$ cat src/rtl/fault_logic_regs.vh
`ifndef FAULT_LOGIC_REGS_VH
`define FAULT_LOGIC_REGS_VH

// Clock and filter timing
`define CLK_PERIOD_NS    10
`define FILTER_TIME_NS   2000
`define FILTER_CYC       (`FILTER_TIME_NS / `CLK_PERIOD_NS)

// Register byte offsets
`define OFS_CTRL         8'h00
`define OFS_STATUS       8'h04
`define OFS_IRQ_STAT     8'h08
`define OFS_IRQ_MASK     8'h0C

// Reset values
`define RST_FILTER       16'h00C8
`define RST_IRQ_MASK     4'h0

// Interrupt status bit positions
`define IRQ_SHORT        0
`define IRQ_OT_SET       1
`define IRQ_OT_CLR       2
`define IRQ_LOWV         3

// Status register bit positions
`define ST_CODE_A        0
`define ST_CODE_B        1
`define ST_OT            2
`define ST_SHORT         3
`define ST_LOWV          4
`define ST_OT_PATH       5
`define ST_HITS          7
`define ST_GATES         11
`define ST_BLANK         15

// Fault code values {bit_b, bit_a}
`define CODE_NORMAL      2'b01
`define CODE_LOWV        2'b00
`define CODE_SHORT       2'b10
`define CODE_OT          2'b11

// Bus responses
`define RESP_OKAY        2'b00
`define RESP_SLVERR      2'b10

// Count of synchronised pin inputs
`define NUM_PINS         15

`endif

$ cat src/rtl/motor_predriver_fault_logic.v
// Functional notes
// - Over-temperature drives both code bits high.
// - Release only below lower threshold; code normal.
// - Two redundant temperature paths; either raises fault.
// - Short latches code a low, b high.
// - Enable releases short latch; code normal.
// - Short with select low forces gates low.
// - Short with select high keeps normal decoding.
// - Ignore short comparators during post-turn-on filter.
// - Short detection runs when disabled or inhibited.
// - High-side short: sense high, command off.
// - Low-side short: sense low, command off.
// - Priority low voltage, over-temperature, short.
// - Enable low holds all gates low.
`timescale 1ns/1ps
`include "fault_logic_regs.vh"

module motor_predriver_fault_logic (
  input  wire        ref_clk,
  input  wire        rstn,
  // Host drive pins
  input  wire        drive_cmd_one,
  input  wire        drive_cmd_two,
  input  wire        drive_cmd_three,
  input  wire        drive_cmd_four,
  input  wire        drive_enable,
  input  wire        fault_resp_sel,
  // Analog comparator results
  input  wire        side_one_high_short_cmp,
  input  wire        side_two_high_short_cmp,
  input  wire        side_one_low_short_cmp,
  input  wire        side_two_low_short_cmp,
  // Redundant temperature sensors
  input  wire        temp_hot_a,
  input  wire        temp_cool_a,
  input  wire        temp_hot_b,
  input  wire        temp_cool_b,
  // Supply monitor
  input  wire        low_voltage,
  // Gate drive and fault code
  output reg         high_gate_out_one,
  output reg         high_gate_out_two,
  output reg         low_gate_out_one,
  output reg         low_gate_out_two,
  output reg         fault_code_bit_a,
  output reg         fault_code_bit_b,
  output reg         irq,
  // AXI4-Lite slave
  input  wire [7:0]  awaddr,
  input  wire        awvalid,
  output reg         awready,
  input  wire [31:0] wdata,
  input  wire [3:0]  wstrb,
  input  wire        wvalid,
  output reg         wready,
  output reg  [1:0]  bresp,
  output reg         bvalid,
  input  wire        bready,
  input  wire [7:0]  araddr,
  input  wire        arvalid,
  output reg         arready,
  output reg  [31:0] rdata,
  output reg  [1:0]  rresp,
  output reg         rvalid,
  input  wire        rready
);

  // Pin vector, one entry per asynchronous input
  wire [`NUM_PINS-1:0] pin_raw;
  reg  [`NUM_PINS-1:0] s1_q;      // First stage, read only by s2
  reg  [`NUM_PINS-1:0] s2_q;      // Second stage
  reg  [`NUM_PINS-1:0] s3_q;      // Third stage
  reg  [`NUM_PINS-1:0] pin_q;     // Accepted value

  assign pin_raw = {low_voltage, temp_cool_b, temp_hot_b, temp_cool_a,
                    temp_hot_a, side_two_low_short_cmp, side_one_low_short_cmp,
                    side_two_high_short_cmp, side_one_high_short_cmp,
                    fault_resp_sel, drive_enable, drive_cmd_four,
                    drive_cmd_three, drive_cmd_two, drive_cmd_one};

  // Three-stage sync; a change counts once stages two and three agree
  genvar gi;
  generate
    for (gi = 0; gi < `NUM_PINS; gi = gi + 1) begin : g_sync
      always @(posedge ref_clk or negedge rstn) begin
        if (!rstn) begin
          s1_q[gi]  <= 1'b0;
          s2_q[gi]  <= 1'b0;
          s3_q[gi]  <= 1'b0;
          pin_q[gi] <= 1'b0;
        end else begin
          s1_q[gi] <= pin_raw[gi];
          s2_q[gi] <= s1_q[gi];
          s3_q[gi] <= s2_q[gi];
          // Glitch of one cycle is dropped here
          if (s2_q[gi] == s3_q[gi]) begin
            pin_q[gi] <= s3_q[gi];
          end
        end
      end
    end
  endgenerate

  // Clean names for the synchronised pins
  wire cmd1   = pin_q[0];
  wire cmd2   = pin_q[1];
  wire cmd3   = pin_q[2];
  wire cmd4   = pin_q[3];
  wire en     = pin_q[4];
  wire sel    = pin_q[5];
  wire c_h1   = pin_q[6];
  wire c_h2   = pin_q[7];
  wire c_l1   = pin_q[8];
  wire c_l2   = pin_q[9];
  wire hot_a  = pin_q[10];
  wire cool_a = pin_q[11];
  wire hot_b  = pin_q[12];
  wire cool_b = pin_q[13];
  wire lowv   = pin_q[14];

  // Fault and control state
  reg         ot_a_q;       // Temperature path A latched hot
  reg         ot_b_q;       // Temperature path B latched hot
  reg         short_q;      // Short fault latch
  reg         en_prev_q;    // Enable of last cycle, for edge detect
  reg         lowv_prev_q;  // Low voltage of last cycle
  reg  [15:0] blank_q;      // Filter countdown after turn-on
  reg  [15:0] filter_q;     // Software filter length in cycles
  reg  [3:0]  irq_stat_q;   // Sticky events
  reg  [3:0]  irq_mask_q;   // Event enables
  reg  [3:0]  hits_q;       // Last raw short hits, for status

  wire ot_any = ot_a_q | ot_b_q;

  // Short hits straight from comparators and raw commands
  wire [3:0] hit;
  assign hit[0] = c_h1 & ~cmd3;
  assign hit[1] = c_h2 & ~cmd4;
  assign hit[2] = c_l1 & ~cmd1;
  assign hit[3] = c_l2 & ~cmd2;

  // Filter gates off hits right after a driver turns on
  wire blanking = (blank_q != 16'h0000);
  wire short_hit = (|hit) & ~blanking;
  // Release on rising enable; a fresh hit still wins
  wire en_rise = en & ~en_prev_q;
  // Leaving low voltage with select low falls into a held short
  wire lowv_exit = lowv_prev_q & ~lowv & ~sel;

  // Truth-table decode of the drive commands
  wire inhibit = (~cmd1 & ~cmd3) | (~cmd2 & ~cmd4);
  wire [3:0] dec;
  assign dec[0] = ~cmd1 & cmd3 & ~inhibit;   // High side one
  assign dec[1] = ~cmd2 & cmd4 & ~inhibit;   // High side two
  assign dec[2] = cmd1 & ~cmd3 & ~inhibit;   // Low side one
  assign dec[3] = cmd2 & ~cmd4 & ~inhibit;   // Low side two

  // Gate outputs after enable and fault gating
  reg  [3:0] gate_d;
  always @* begin
    if (!en) begin
      gate_d = 4'h0;
    end else if (lowv && !sel) begin
      gate_d = 4'h0;
    end else if (short_q && !sel) begin
      gate_d = 4'h0;
    end else begin
      gate_d = dec;
    end
  end

  wire [3:0] gate_q = {low_gate_out_two, low_gate_out_one,
                       high_gate_out_two, high_gate_out_one};
  wire turn_on = |(gate_d & ~gate_q);

  // Fault code with fixed priority
  reg  [1:0] code_d;
  always @* begin
    if (lowv) begin
      code_d = `CODE_LOWV;
    end else if (ot_any) begin
      code_d = `CODE_OT;
    end else if (short_q) begin
      code_d = `CODE_SHORT;
    end else begin
      code_d = `CODE_NORMAL;
    end
  end

  // Core fault state, gate and code registers
  always @(posedge ref_clk or negedge rstn) begin
    if (!rstn) begin
      ot_a_q            <= 1'b0;
      ot_b_q            <= 1'b0;
      short_q           <= 1'b0;
      en_prev_q         <= 1'b0;
      lowv_prev_q       <= 1'b0;
      blank_q           <= 16'h0000;
      hits_q            <= 4'h0;
      high_gate_out_one <= 1'b0;
      high_gate_out_two <= 1'b0;
      low_gate_out_one  <= 1'b0;
      low_gate_out_two  <= 1'b0;
      fault_code_bit_a  <= 1'b1;
      fault_code_bit_b  <= 1'b0;
    end else begin
      // Each path holds hot until its own cool flag
      if (hot_a) begin
        ot_a_q <= 1'b1;
      end else if (cool_a) begin
        ot_a_q <= 1'b0;
      end
      if (hot_b) begin
        ot_b_q <= 1'b1;
      end else if (cool_b) begin
        ot_b_q <= 1'b0;
      end
      // Detection ignores enable and inhibit on purpose
      if (short_hit || lowv_exit) begin
        short_q <= 1'b1;
      end else if (en_rise) begin
        short_q <= 1'b0;
      end
      en_prev_q   <= en;
      lowv_prev_q <= lowv;
      hits_q      <= hit;
      // Reload filter on any gate turning on
      if (turn_on) begin
        blank_q <= filter_q;
      end else if (blanking) begin
        blank_q <= blank_q - 16'h0001;
      end
      high_gate_out_one <= gate_d[0];
      high_gate_out_two <= gate_d[1];
      low_gate_out_one  <= gate_d[2];
      low_gate_out_two  <= gate_d[3];
      fault_code_bit_a  <= code_d[0];
      fault_code_bit_b  <= code_d[1];
    end
  end

  // Events for the interrupt status
  wire [3:0] ev;
  assign ev[`IRQ_SHORT]  = (short_hit | lowv_exit) & ~short_q;
  assign ev[`IRQ_OT_SET] = ~ot_any & (hot_a | hot_b);
  assign ev[`IRQ_OT_CLR] = ot_any & ~((ot_a_q & ~cool_a) | hot_a)
                                  & ~((ot_b_q & ~cool_b) | hot_b);
  assign ev[`IRQ_LOWV]   = lowv & ~lowv_prev_q;

  // Status word seen by software
  wire [31:0] status_w;
  assign status_w = {16'h0000, blanking, gate_q, hits_q, ot_b_q, ot_a_q,
                     lowv, short_q, ot_any, fault_code_bit_b,
                     fault_code_bit_a};

  // Write channel state
  reg        aw_got_q;    // Address held
  reg        w_got_q;     // Data held
  reg  [7:0] awaddr_q;
  reg [31:0] wdata_q;
  reg  [3:0] wstrb_q;

  wire aw_hs  = awvalid & awready;
  wire w_hs   = wvalid & wready;
  wire do_wr  = aw_got_q & w_got_q & ~bvalid;
  wire ar_hs  = arvalid & arready;
  wire rd_irq = ar_hs & (araddr[7:2] == `OFS_IRQ_STAT >> 2);

  // Write-data merge under strobes
  function [31:0] merge;
    input [31:0] old;
    input [31:0] nw;
    input [3:0]  st;
    integer k;
    begin
      merge = old;
      for (k = 0; k < 4; k = k + 1) begin
        if (st[k]) begin
          merge[k*8 +: 8] = nw[k*8 +: 8];
        end
      end
    end
  endfunction

  wire [31:0] ctrl_new = merge({16'h0000, filter_q}, wdata_q, wstrb_q);
  wire [31:0] mask_new = merge({28'h0, irq_mask_q}, wdata_q, wstrb_q);
  wire wr_ctrl = do_wr & (awaddr_q[7:2] == `OFS_CTRL >> 2);
  wire wr_mask = do_wr & (awaddr_q[7:2] == `OFS_IRQ_MASK >> 2);
  wire wr_ok   = wr_ctrl | wr_mask |
                 (awaddr_q[7:2] == `OFS_STATUS >> 2) |
                 (awaddr_q[7:2] == `OFS_IRQ_STAT >> 2);

  // Write path: take address and data in any order, then answer
  always @(posedge ref_clk or negedge rstn) begin
    if (!rstn) begin
      awready    <= 1'b1;
      wready     <= 1'b1;
      aw_got_q   <= 1'b0;
      w_got_q    <= 1'b0;
      awaddr_q   <= 8'h00;
      wdata_q    <= 32'h00000000;
      wstrb_q    <= 4'h0;
      bvalid     <= 1'b0;
      bresp      <= `RESP_OKAY;
      filter_q   <= `RST_FILTER;
      irq_mask_q <= `RST_IRQ_MASK;
    end else begin
      if (aw_hs) begin
        awaddr_q <= awaddr;
        aw_got_q <= 1'b1;
        awready  <= 1'b0;
      end
      if (w_hs) begin
        wdata_q <= wdata;
        wstrb_q <= wstrb;
        w_got_q <= 1'b1;
        wready  <= 1'b0;
      end
      // Read-only registers accept writes silently
      if (do_wr) begin
        bvalid <= 1'b1;
        bresp  <= wr_ok ? `RESP_OKAY : `RESP_SLVERR;
        if (wr_ctrl) begin
          filter_q <= ctrl_new[15:0];
        end
        if (wr_mask) begin
          irq_mask_q <= mask_new[3:0];
        end
      end
      // Reopen both channels once the answer is taken
      if (bvalid && bready) begin
        bvalid   <= 1'b0;
        aw_got_q <= 1'b0;
        w_got_q  <= 1'b0;
        awready  <= 1'b1;
        wready   <= 1'b1;
      end
    end
  end

  // Read mux for the address on araddr
  reg [31:0] rmux;
  reg        rok;
  always @* begin
    rok = 1'b1;
    case (araddr[7:2])
      `OFS_CTRL >> 2:     rmux = {16'h0000, filter_q};
      `OFS_STATUS >> 2:   rmux = status_w;
      `OFS_IRQ_STAT >> 2: rmux = {28'h0, irq_stat_q};
      `OFS_IRQ_MASK >> 2: rmux = {28'h0, irq_mask_q};
      default: begin
        rmux = 32'h00000000;
        rok  = 1'b0;
      end
    endcase
  end

  // Read path: one outstanding read, answered next cycle
  always @(posedge ref_clk or negedge rstn) begin
    if (!rstn) begin
      arready <= 1'b1;
      rvalid  <= 1'b0;
      rdata   <= 32'h00000000;
      rresp   <= `RESP_OKAY;
    end else begin
      if (ar_hs) begin
        arready <= 1'b0;
        rvalid  <= 1'b1;
        rdata   <= rmux;
        rresp   <= rok ? `RESP_OKAY : `RESP_SLVERR;
      end else if (rvalid && rready) begin
        rvalid  <= 1'b0;
        arready <= 1'b1;
      end
    end
  end

  // Sticky events; read clears what it returned, new events win
  always @(posedge ref_clk or negedge rstn) begin
    if (!rstn) begin
      irq_stat_q <= 4'h0;
      irq        <= 1'b0;
    end else begin
      irq_stat_q <= (irq_stat_q & ~(rd_irq ? irq_stat_q : 4'h0)) | ev;
      irq        <= |(((irq_stat_q & ~(rd_irq ? irq_stat_q : 4'h0)) | ev)
                      & irq_mask_q);
    end
  end

endmodule
$ cat config.mk
export PLATFORM = sky130hd
export DESIGN_NAME = motor_predriver_fault_logic
export DESIGN_NICKNAME = d
export VERILOG_FILES = /design/src/rtl/motor_predriver_fault_logic.v
export VERILOG_INCLUDE_DIRS = /design/src /design/src/rtl
export SDC_FILE = /design/constraint.sdc
export NUM_CORES = 1
export LEC_CHECK = 0
export ABC_AREA = 1
export CAP_MARGIN = 20
export CORE_ASPECT_RATIO = 0.75
export CORE_MARGIN = 10
export CORE_UTILIZATION = 52
export DETAILED_ROUTE_END_ITERATION = 12
export DONT_BUFFER_PORTS = 1
export PLACE_DENSITY = 0.77
export RECOVER_POWER = 25
export SETUP_SLACK_MARGIN = 0.4
export SLEW_MARGIN = 20
export SYNTH_ARGS = -nofsm -noshare
export SYNTH_HDL_FRONTEND = slang
export SYNTH_SLANG_ARGS = --single-unit
$ cat constraint.sdc
create_clock -name ref_clk -period 1.95 [get_ports ref_clk]
set_input_delay 0.0975 -clock ref_clk [delete_from_list [all_inputs] [get_ports ref_clk]]
set_output_delay 0.0975 -clock ref_clk [all_outputs]
set_load 0.03 [all_outputs]
==> flow_metrics.py, run 1 <==
metrics = {
    "run_status": {
        "status": "finished, violations left",
        "violations": "negative hold slack",
    },
    "place": {
        "dpl-instance-area_um2": 6690,
        "dpl.hpwl_mm": 9.50,
        "dp_slack_ns": 0.244,
        "globalplace.congestion": 0.852,
        "io_buffers": 0,
    },
    "power": {
        "p_leak_nw": 3.83,
        "peakVddDrop_uv": 717,
        "p_per_area_nw_per_um2": 1280,
    },
    "timing": {
        "relSlewSlack_pct": 57.3,
        "timing.fmax_mhz": 649,
        "final_max_slew_viol_count": 0,
        "period_share_pct": 79.0,
        "layout_setup_ws_ns": 0.410,
        "hold_ws_ns": -0.636,
        "rsz0062_at_grt": "yes",
        "finalSetupViolations": 0,
        "tns_ns": 0,
        "period_minus_slack_ns": 1.54,
        "tightest_slew_ns": 0.640,
        "hold_viol_final": 165,
        "finClkSkew_ns": 0.00969,
    },
    "clock_tree": {
        "cts_tree": "yes",
        "cts_hold_buf": 46,
        "cts_max_level": 4,
        "path_clk_slew_ns": 0.07,
        "cts_inserted_buffers": 17,
        "worst_skew_pair.late_latency_ns": 0.43,
        "clock-sinks": 165,
        "clockRootBuffer": "clkbuf_16",
        "clockBufferDepth": 2,
    },
    "drt": {
        "drtPass1Iterations": 5,
        "wl_mm": 14.8,
        "ant_nets": 0,
        "drtIter0Drc": 457,
        "drc": 0,
        "via_count": 4616,
        "routed_via_density": 5.04,
        "wl_per_cell_um": 16.2,
    },
    "logic_synthesis": {
        "synth_top_area_cell": "dfrtp_1",
        "syn_area_um2": 6520,
        "yosysMostFrequentCell": "nand2_1",
        "yosys_warnings": 0,
        "synth-seq-cells": 165,
        "synth-edff-count": 0,
        "ys_types": 34,
        "synth_commonest_cells": "nand2_1 (171), dfrtp_1 (158), inv_1 (74)",
        "syn_avg_cell_area_um2": 9.98,
        "seq_area_frac_synth_pct": 63.5,
        "synth_top_area_share_pct": 60.7,
        "synth_ff_type": "dfrtp_1",
        "syn_inst": 653,
        "ys_top_cells_by_area": "dfrtp_1 (61%), nand2_1 (9.8%), inv_1 (4.3%)",
        "async_flop_share_pct": 100,
    },
    "worst_setup_path": {
        "r2r_slack_ns": 0.41,
        "crit_fanout": 8,
        "r2r_start": "awaddr_q[4]$_DFFE_PN0P_",
        "crit_required_ns": 2.27,
        "end_kind": "flip-flop",
        "rr_worst_depth": 6,
        "slowest_stage": "dfrtp_1",
        "r2r-end": "filter_q[5]$_DFFE_PN0P_",
        "start_kind": "flip-flop",
        "cp_data_arrival_time_ns": 1.86,
        "path_class": "reg2reg",
        "slowest_delay_ns": 0.37,
        "path_cells": "or2_1, nor3_4, buf_6, nand3_4, nand2_1, o21ai_1",
    },
    "global_routing": {
        "grt_usage_pct": 16.8,
        "grt-busiest-layer": "met2",
        "grt_max_degree": 166,
        "met2_usage_pct": 26.8,
        "grt_use_met1_pct": 21.7,
        "grt-ovfl-total": 0,
        "grt_pass1_vias": 4632,
        "use_met3_pct": 4.96,
        "grt_pass1_wl_mm": 23.3,
        "antenna_found_initial": 0,
    },
    "floorplanning": {
        "initial_core_util_pct": 53.2,
        "die_h_um": 117,
        "dieArea_um2": 17500,
        "num_rows": 35,
        "io_pins": 122,
        "die_x_um": 149,
        "core_um2": 12300,
    },
    "final_layout": {
        "postLayoutCoreUtil_pct": 65.7,
        "final_cell_area_um2": 8060,
        "fill_cells": 918,
        "areaGrowthSynthToFinish_pct": 23.6,
        "antenna_cells": 0,
        "drive_gt1_share_pct": 15.4,
        "seqCellArea_um2": 4140,
        "multi_input_area_um2": 2100,
        "final_nets": 811,
    },
    "job": {
        "drv_cap": 0,
    },
    "worst_hold_path": {
        "hold_class": "in2async",
    },
}
[worst max path at each step]
stage                                        from                   endpoint  cells past startpoint
after detailed placement  awaddr_q[5]$_DFFE_PN0P_  irq_mask_q[3]$_DFFE_PN0P_                      5
after floorplan            blank_q[0]$_DFFE_PN0P_    blank_q[14]$_DFFE_PN0P_                      8
after CTS                  blank_q[0]$_DFFE_PN0P_    blank_q[10]$_DFFE_PN0P_                     10
after global routing       blank_q[6]$_DFFE_PN0P_     blank_q[0]$_DFFE_PN0P_                      9
final                     awaddr_q[4]$_DFFE_PN0P_    filter_q[5]$_DFFE_PN0P_                      6
after global placement        arready$_DFFE_PN1P_              irq$_DFF_PN0_                      9
[cells by family (layout without fill, tap and decap cells)]
group                    count (synthesis)  after routing  share of synthesized area [%]
flip-flops                             165            165                           63.5
XOR/XNOR                                11             11                           1.48
other                                    1             18                         0.0575
AND/OR/NAND/NOR                        268            269                           17.2
buffers and inverters                  106            184                           7.91
AO/OA/AOI/OAI                           86             86                           7.35
adder cells (fa/ha/maj)                 16             16                           2.50
[critical path, delay by kind of cell (launching register included)]
family                 cells  cell delay (ns)
AND/OR/NAND/NOR            4             0.82
flip-flops                 1             0.37
buffers and inverters      1             0.17
AO/OA/AOI/OAI              1             0.06
[area by class of cell]
cell class	instances	share of cell area [%]
sequential	165	51.4
clock buffer	19	5.37
multi-input combinational	400	26.1
tap	166	2.58
inverter	75	3.60
clock inverter	13	1.75
timing repair buffer	77	9.26
[cell usage in the layout (no fill, tap or decap), types with 3 or more instances in the layout]
cell	instances
nand2_1	161
dfrtp_1	157
inv_1	70
dlygate4sd3_1	46
o21ai_0	36
nor2_1	32
nand3_1	25
o21ai_1	21
buf_4	21
conb_1	18
clkbuf_16	17
maj3_1	15
a22oi_1	13
nand2_2	12
nand4_1	11
a21oi_1	8
nor2_2	7
xor2_1	7
dfstp_2	7
buf_6	6
nor3_1	5
nor2_4	5
clkinv_4	4
inv_6	4
nand3_4	3
o21ai_2	3
xnor2_1	3
inv_8	3
[per-layer routing]
metal / wire length [um] / vias to the layer above
met2: 7050 / 132
met5: 0 / -
met4: 251 / 0
met1: 6690 / 2240
met3: 788 / 22
li1: - / 2222
[state kept, by name, indices dropped and copies added (netlist names), 2 cells and up]
name and flops:
hits_q 4, s2_q 15, irq_mask_q 4, blank_q 16, wdata_q 16, s1_q 15, awaddr_q 6, wstrb_q 2
filter_q 16, s3_q 15, rdata 16, irq_stat_q 4
[power breakdown]
group          switching (mW)  internal, mW
clock network            1.44          1.81
logic                    1.40         0.950
registers               0.617          4.13
total                    3.46          6.88
[per-stage QoR]
| stage | std cells | hold WS [ns] | total power [mW] |
|---|---|---|---|
| final | 915 | -0.636 | 10.3 |
| after global routing | 915 | -0.659 | 11.0 |
| after CTS | 902 | -0.644 | 10.1 |
| after detailed placement | 818 | -0.191 | 6.60 |
| after global placement | 818 | -0.192 | 6.51 |
| after floorplan | 670 | -0.198 | 6.13 |
[what timing repair did]
item / in CTS / in global routing
setup buffers: 6 / 10
endpoints found under the setup margin: 44 / 41
pin swaps: 4 / 15
endpoints found under the hold margin: 213 / 165
resized for setup: 15 / 52
cloned: 0 / 3
(Power assumes the default switching activity.)
==> inputs of run 2 (changes only) <==
==> constraint.sdc (replaced) <==
create_clock -name ref_clk -period 1.5 [get_ports ref_clk]
set_input_delay 0.075 -clock ref_clk [delete_from_list [all_inputs] [get_ports ref_clk]]
set_output_delay 0.075 -clock ref_clk [all_outputs]
set_load 0.03 [all_outputs]
==> flow_metrics.py, run 2 (synthesis gave the netlist of run 1 again) <==
metrics = {
    "worst_setup_path": {
        "r2r_slack_ns": -0.25,
        "cpLargestDelayFamily": "simple AND/OR/NAND/NOR gates",
        "path_common_cell": "nand2_1",
        "start_kind": "flip-flop",
        "cp_data_arrival_time_ns": 2.12,
        "crit_fanout": 7,
        "slowest_stage": "dfrtp_1",
        "critPathBufInv": 1,
        "end_kind": "flip-flop",
        "path_cells": "nor2_2, nand2_1, nor2_1, nand3b_1, buf_6, nand2_1, nand2_1, nand2_1, o21a_1",
        "path_class": "reg2reg",
        "slowest_delay_ns": 0.43,
        "startpoint": "blank_q[7]$_DFFE_PN0P_",
        "r2r_start": "blank_q[7]$_DFFE_PN0P_",
        "crit_required_ns": 1.87,
    },
    "place": {
        "globalplace.congestion": 0.870,
        "dp_slack_ns": -0.186,
        "dpl.hpwl_mm": 10.2,
        "io_buffers": 0,
        "dpl-instance-area_um2": 7030,
    },
    "floorplanning": {
        "initial_core_util_pct": 53.2,
        "io_pins": 122,
        "core_um2": 12300,
        "die_h_um": 117,
        "die_x_um": 149,
        "num_rows": 35,
        "dieArea_um2": 17500,
    },
    "timing": {
        "tightest_slew_ns": 0.611,
        "timing.fmax_mhz": 572,
        "period_share_pct": 117,
        "relSlewSlack_pct": 59.1,
        "layout_setup_ws_ns": -0.248,
        "final_max_slew_viol_count": 0,
        "finClkSkew_ns": 0.00982,
        "hold_viol_final": 165,
        "finalSetupViolations": 28,
        "rsz0062_at_grt": "yes",
        "period_minus_slack_ns": 1.75,
        "hold_ws_ns": -0.670,
    },
    "drt": {
        "routed_via_density": 5.76,
        "ant_nets": 0,
        "met3_wirelength_mm": 2.06,
        "drtIter0Drc": 647,
        "drtPass1Iterations": 5,
        "wl_per_cell_um": 22.2,
        "met1Wirelength_mm": 7.96,
        "routed.top_layer": "met4",
        "drc": 0,
        "via_count": 5597,
        "wl_met2_mm": 10.4,
        "wl_mm": 21.6,
    },
    "clock_tree": {
        "path_clk_slew_ns": 0.07,
        "cts_tree": "yes",
        "clockRootBuffer": "clkbuf_16",
        "cts_inserted_buffers": 17,
        "clockBufferDepth": 2,
        "worst_skew_pair.late_latency_ns": 0.44,
        "cts_hold_buf": 46,
        "clock-sinks": 165,
        "cts_max_level": 4,
    },
    "final_layout": {
        "final_cell_mix": "dfrtp_1 (155), nand2_1 (94), inv_1 (66), dlygate4sd3_1 (46), buf_4 (43)",
        "layout_commonest_cell": "dfrtp_1",
        "drive_gt1_share_pct": 38.6,
        "areaGrowthSynthToFinish_pct": 44.5,
        "fill_cells": 668,
        "final_nets": 867,
        "seqCellArea_um2": 4140,
        "antenna_cells": 0,
        "final_cell_area_um2": 9420,
        "multi_input_area_um2": 2760,
    },
    "job": {
        "drv_cap": 0,
    },
    "global_routing": {
        "grt_usage_pct": 19.6,
        "grt-ovfl-total": 0,
        "grt_max_degree": 166,
        "grt_pass1_vias": 5170,
        "antenna_found_initial": 0,
        "grt_pass1_wl_mm": 26.7,
    },
    "run_status": {
        "status": "finished, violations left",
        "violations": "negative hold slack, negative setup slack",
    },
    "power": {
        "p_leak_nw": 4.57,
        "peakVddDrop_uv": 1280,
        "p_per_area_nw_per_um2": 1710,
    },
    "worst_hold_path": {
        "hold_class": "in2async",
    },
}
## run 2: cell types whose count changed in the layout (fill, tap and decap cells not counted), moves of 6 or more
| cell | delta |
|---|---|
| nor2_2 | +8 |
| nand3_1 | -10 |
| nand2_1 | -67 |
| nand2_4 | +38 |
| o21ai_1 | -6 |
| o21ai_2 | +33 |
| buf_4 | +22 |
| nand2_2 | +29 |
| nand3_2 | +9 |
| buf_6 | +23 |
| nor2_1 | -9 |
| o21ai_0 | -27 |
## run 2: what timing repair did
action | 4_1_cts | 5_1_grt
endpoints found under the setup margin | 84 | 99
buffers inserted | 18 | 13
cloned | 3 | 7
pin swaps | 25 | 26
resized for setup | 59 | 205
hold endpoints to repair | 219 | 165
## run 2: metal layers
layer,track usage (%),vias to the layer above
met3,4.69,119
met2,33.2,407
met1,23.8,2725
met5,0,-
li1,-,2346
met4,7.89,0
## run 2: metrics by stage
step | util [%] | cells | hold slack, ns | power [mW] | setup TNS, ns
after floorplan | - | 670 | -0.221 | 8.18 | 0
after global placement | 57.3 | 852 | -0.214 | 8.92 | -0.731
after detailed placement | 57.3 | 852 | -0.215 | 9.14 | -2.04
after CTS | 69.4 | 951 | -0.675 | 14.5 | 0
after global routing | 76.8 | 971 | -0.685 | 16.7 | -4.43
final | 76.8 | 971 | -0.670 | 16.1 | -2.75
## run 2: worst paths after layout
kind	cells after the start	endpoint
max reg2reg	9	blank_q[0]$_DFFE_PN0P_
min in group ref_clk	6	irq_stat_q[1]$_DFF_PN0_
min reg2reg	0	s2_q[6]$_DFF_PN0_
min	0	s1_q[5]$_DFF_PN0_
max in group asynchronous	0	arready$_DFFE_PN1P_
max	9	blank_q[0]$_DFFE_PN0P_
## run 2: final cells by class
cell class / instances / share of cell area (%)
Multi-Input combinational cell: 402 / 29.3
Sequential cell: 165 / 44.0
Inverter: 75 / 3.27
Clock buffer: 19 / 4.81
Timing Repair Buffer: 128 / 14.0
Tap cell: 166 / 2.21
Timing Repair inverter: 3 / 0.465
Clock inverter: 13 / 1.97
## run 2: where the power goes
group | switching (mW) | internal, mW
clock network | 1.99 | 2.77
logic | 2.93 | 2.08
registers | 0.948 | 5.36
total | 5.87 | 10.2
==> inputs of run 3 (changes only) <==
--- a/config.mk
+++ b/config.mk
@@ -7,7 +7,6 @@
 export NUM_CORES = 1
 export LEC_CHECK = 0
 export ABC_AREA = 1
-export CAP_MARGIN = 20
 export CORE_ASPECT_RATIO = 0.75
 export CORE_MARGIN = 10
 export CORE_UTILIZATION = 52
==> constraint.sdc (replaced) <==
create_clock -name ref_clk -period 1.9 [get_ports ref_clk]
set_input_delay 0.095 -clock ref_clk [delete_from_list [all_inputs] [get_ports ref_clk]]
set_output_delay 0.095 -clock ref_clk [all_outputs]
set_load 0.03 [all_outputs]
==> flow_metrics.py, run 3 (synthesis gave the netlist of run 1 again) <==
metrics = {
    "timing": {
        "layout_setup_ws_ns": 0.314,
        "relSlewSlack_pct": 57.1,
        "finClkSkew_ns": 0.00993,
        "period_minus_slack_ns": 1.59,
        "hold_ws_ns": -0.640,
        "timing.fmax_mhz": 631,
        "tns_ns": 0,
        "tightest_slew_ns": 0.643,
        "final_max_slew_viol_count": 0,
        "finalSetupViolations": 0,
        "hold_viol_final": 165,
        "period_share_pct": 83.5,
        "rsz0062_at_grt": "yes",
    },
    "clock_tree": {
        "cts_max_level": 4,
        "path_clk_slew_ns": 0.07,
        "clock-sinks": 165,
        "clockRootBuffer": "clkbuf_16",
        "clockBufferDepth": 2,
        "cts_tree": "yes",
        "cts_hold_buf": 45,
        "cts_inserted_buffers": 17,
        "worst_skew_pair.late_latency_ns": 0.43,
    },
    "worst_hold_path": {
        "hold_class": "in2async",
    },
    "worst_setup_path": {
        "path_class": "reg2reg",
        "crit_required_ns": 2.25,
        "cp_data_arrival_time_ns": 1.93,
        "start_kind": "flip-flop",
        "r2r-end": "filter_q[12]$_DFFE_PN0P_",
        "r2r_start": "awaddr_q[4]$_DFFE_PN0P_",
        "crit_fanout": 8,
        "end_kind": "flip-flop",
        "r2r_slack_ns": 0.31,
        "rr_worst_depth": 6,
        "slowest_stage": "dfrtp_1",
        "path_cells": "or2_1, nor3_4, and3_4, clkbuf_16, nand2_2, o21ai_1",
        "slowest_delay_ns": 0.37,
        "startpoint": "awaddr_q[4]$_DFFE_PN0P_",
        "crit_end": "filter_q[12]$_DFFE_PN0P_",
    },
    "global_routing": {
        "grt_usage_pct": 17.2,
        "antenna_found_initial": 0,
        "grt_pass1_vias": 4590,
        "grt_pass1_wl_mm": 23.7,
        "grt_max_degree": 166,
        "grt-ovfl-total": 0,
    },
    "floorplanning": {
        "die_x_um": 149,
        "io_pins": 122,
        "initial_core_util_pct": 53.2,
        "core_um2": 12300,
        "dieArea_um2": 17500,
        "num_rows": 35,
        "die_h_um": 117,
    },
    "place": {
        "dp_slack_ns": 0.201,
        "dpl.cell_count": 818,
        "globalplace.congestion": 0.869,
        "dpl-instance-area_um2": 6710,
        "dpl.hpwl_mm": 9.69,
        "io_buffers": 0,
    },
    "drt": {
        "wl_per_cell_um": 16.4,
        "drc": 0,
        "drtIter0Drc": 376,
        "wl_mm": 15.0,
        "routed_via_density": 5.20,
        "ant_nets": 0,
        "drtPass1Iterations": 6,
        "via_count": 4754,
    },
    "run_status": {
        "violations": "negative hold slack",
        "status": "finished, violations left",
    },
    "final_layout": {
        "final_nets": 810,
        "final_cell_mix": "dfrtp_1 (156), nand2_1 (154), inv_1 (70), dlygate4sd3_1 (44), o21ai_0 (35)",
        "antenna_cells": 0,
        "final_cell_area_um2": 8150,
        "areaGrowthSynthToFinish_pct": 25.1,
        "drive_gt1_share_pct": 17.1,
        "final_cells": 914,
        "layout_commonest_cell": "dfrtp_1",
        "postLayoutCoreUtil_pct": 66.5,
    },
    "power": {
        "finalPower_mw": 10.8,
        "peakVddDrop_uv": 800,
        "p_leak_nw": 3.93,
        "p_per_area_nw_per_um2": 1330,
    },
    "job": {
        "drv_cap": 0,
    },
}
run 3: cell types whose count changed in the layout (fill, tap and decap cells not counted), moves of 26 or more:
cell	delta
nand2_2	-28
nand2_4	-32
o21ai_2	-28
buf_6	-26
nand2_1	+60
o21ai_0	+26
run 3: area by class of cell:
| cell class | count | area (um2) |
|---|---|---|
| sequential | 165 | 4140 |
| fill | 895 | 4110 |
| multi-input combinational | 400 | 2150 |
| timing repair buffer | 76 | 759 |
| clock buffer | 19 | 453 |
| inverter | 75 | 289 |
| tap | 166 | 208 |
| clock inverter | 13 | 159 |
run 3: worst min-delay path by stage:
stage | start | to | slack (ns)
floorplan | rstn | aw_got_q$_DFFE_PN0P_ | -0.20
global placement | rstn | s1_q[14]$_DFF_PN0_ | -0.19
detailed placement | rstn | s1_q[14]$_DFF_PN0_ | -0.19
CTS | rstn | s1_q[14]$_DFF_PN0_ | -0.65
global route | rstn | s1_q[14]$_DFF_PN0_ | -0.66
finish | rstn | s1_q[5]$_DFF_PN0_ | -0.64
run 3: repair_timing:
action / CTS / global route
cloned: 0 / 2
gates resized for setup: 18 / 56
endpoints found under the setup margin: 43 / 49
buffers inserted: 9 / 9
endpoints found under the hold margin: 211 / 165
pin swaps: 5 / 13
run 3: layer usage:
metal | vias up | share of wire [%] | track usage [%] | routed length (um)
met1 | 2339 | 43 | 22.1 | 6360
met4 | 0 | 2.0 | 6.98 | 296
met3 | 28 | 6.8 | 5.03 | 1010
li1 | 2226 | - | - | -
met2 | 161 | 49 | 27.1 | 7290
met5 | - | 0 | 0 | 0
run 3: worst max-delay path: cells and delay by family, from the launching register on:
family / cells / cell delay [ns]
and+or+nand+nor: 4 / 0.89
DFF: 1 / 0.37
buffers and inverters: 1 / 0.17
AOI/OAI and AO/OA: 1 / 0.08
run 3: where the power goes:
part           total, mW  switching, mW  internal (mW)  leakage (nW)
Sequential          4.90          0.664           4.23          2.02
Clock               3.47           1.53           1.95         0.298
Combinational       2.47           1.45           1.02          1.61
Total               10.8           3.65           7.20          3.93
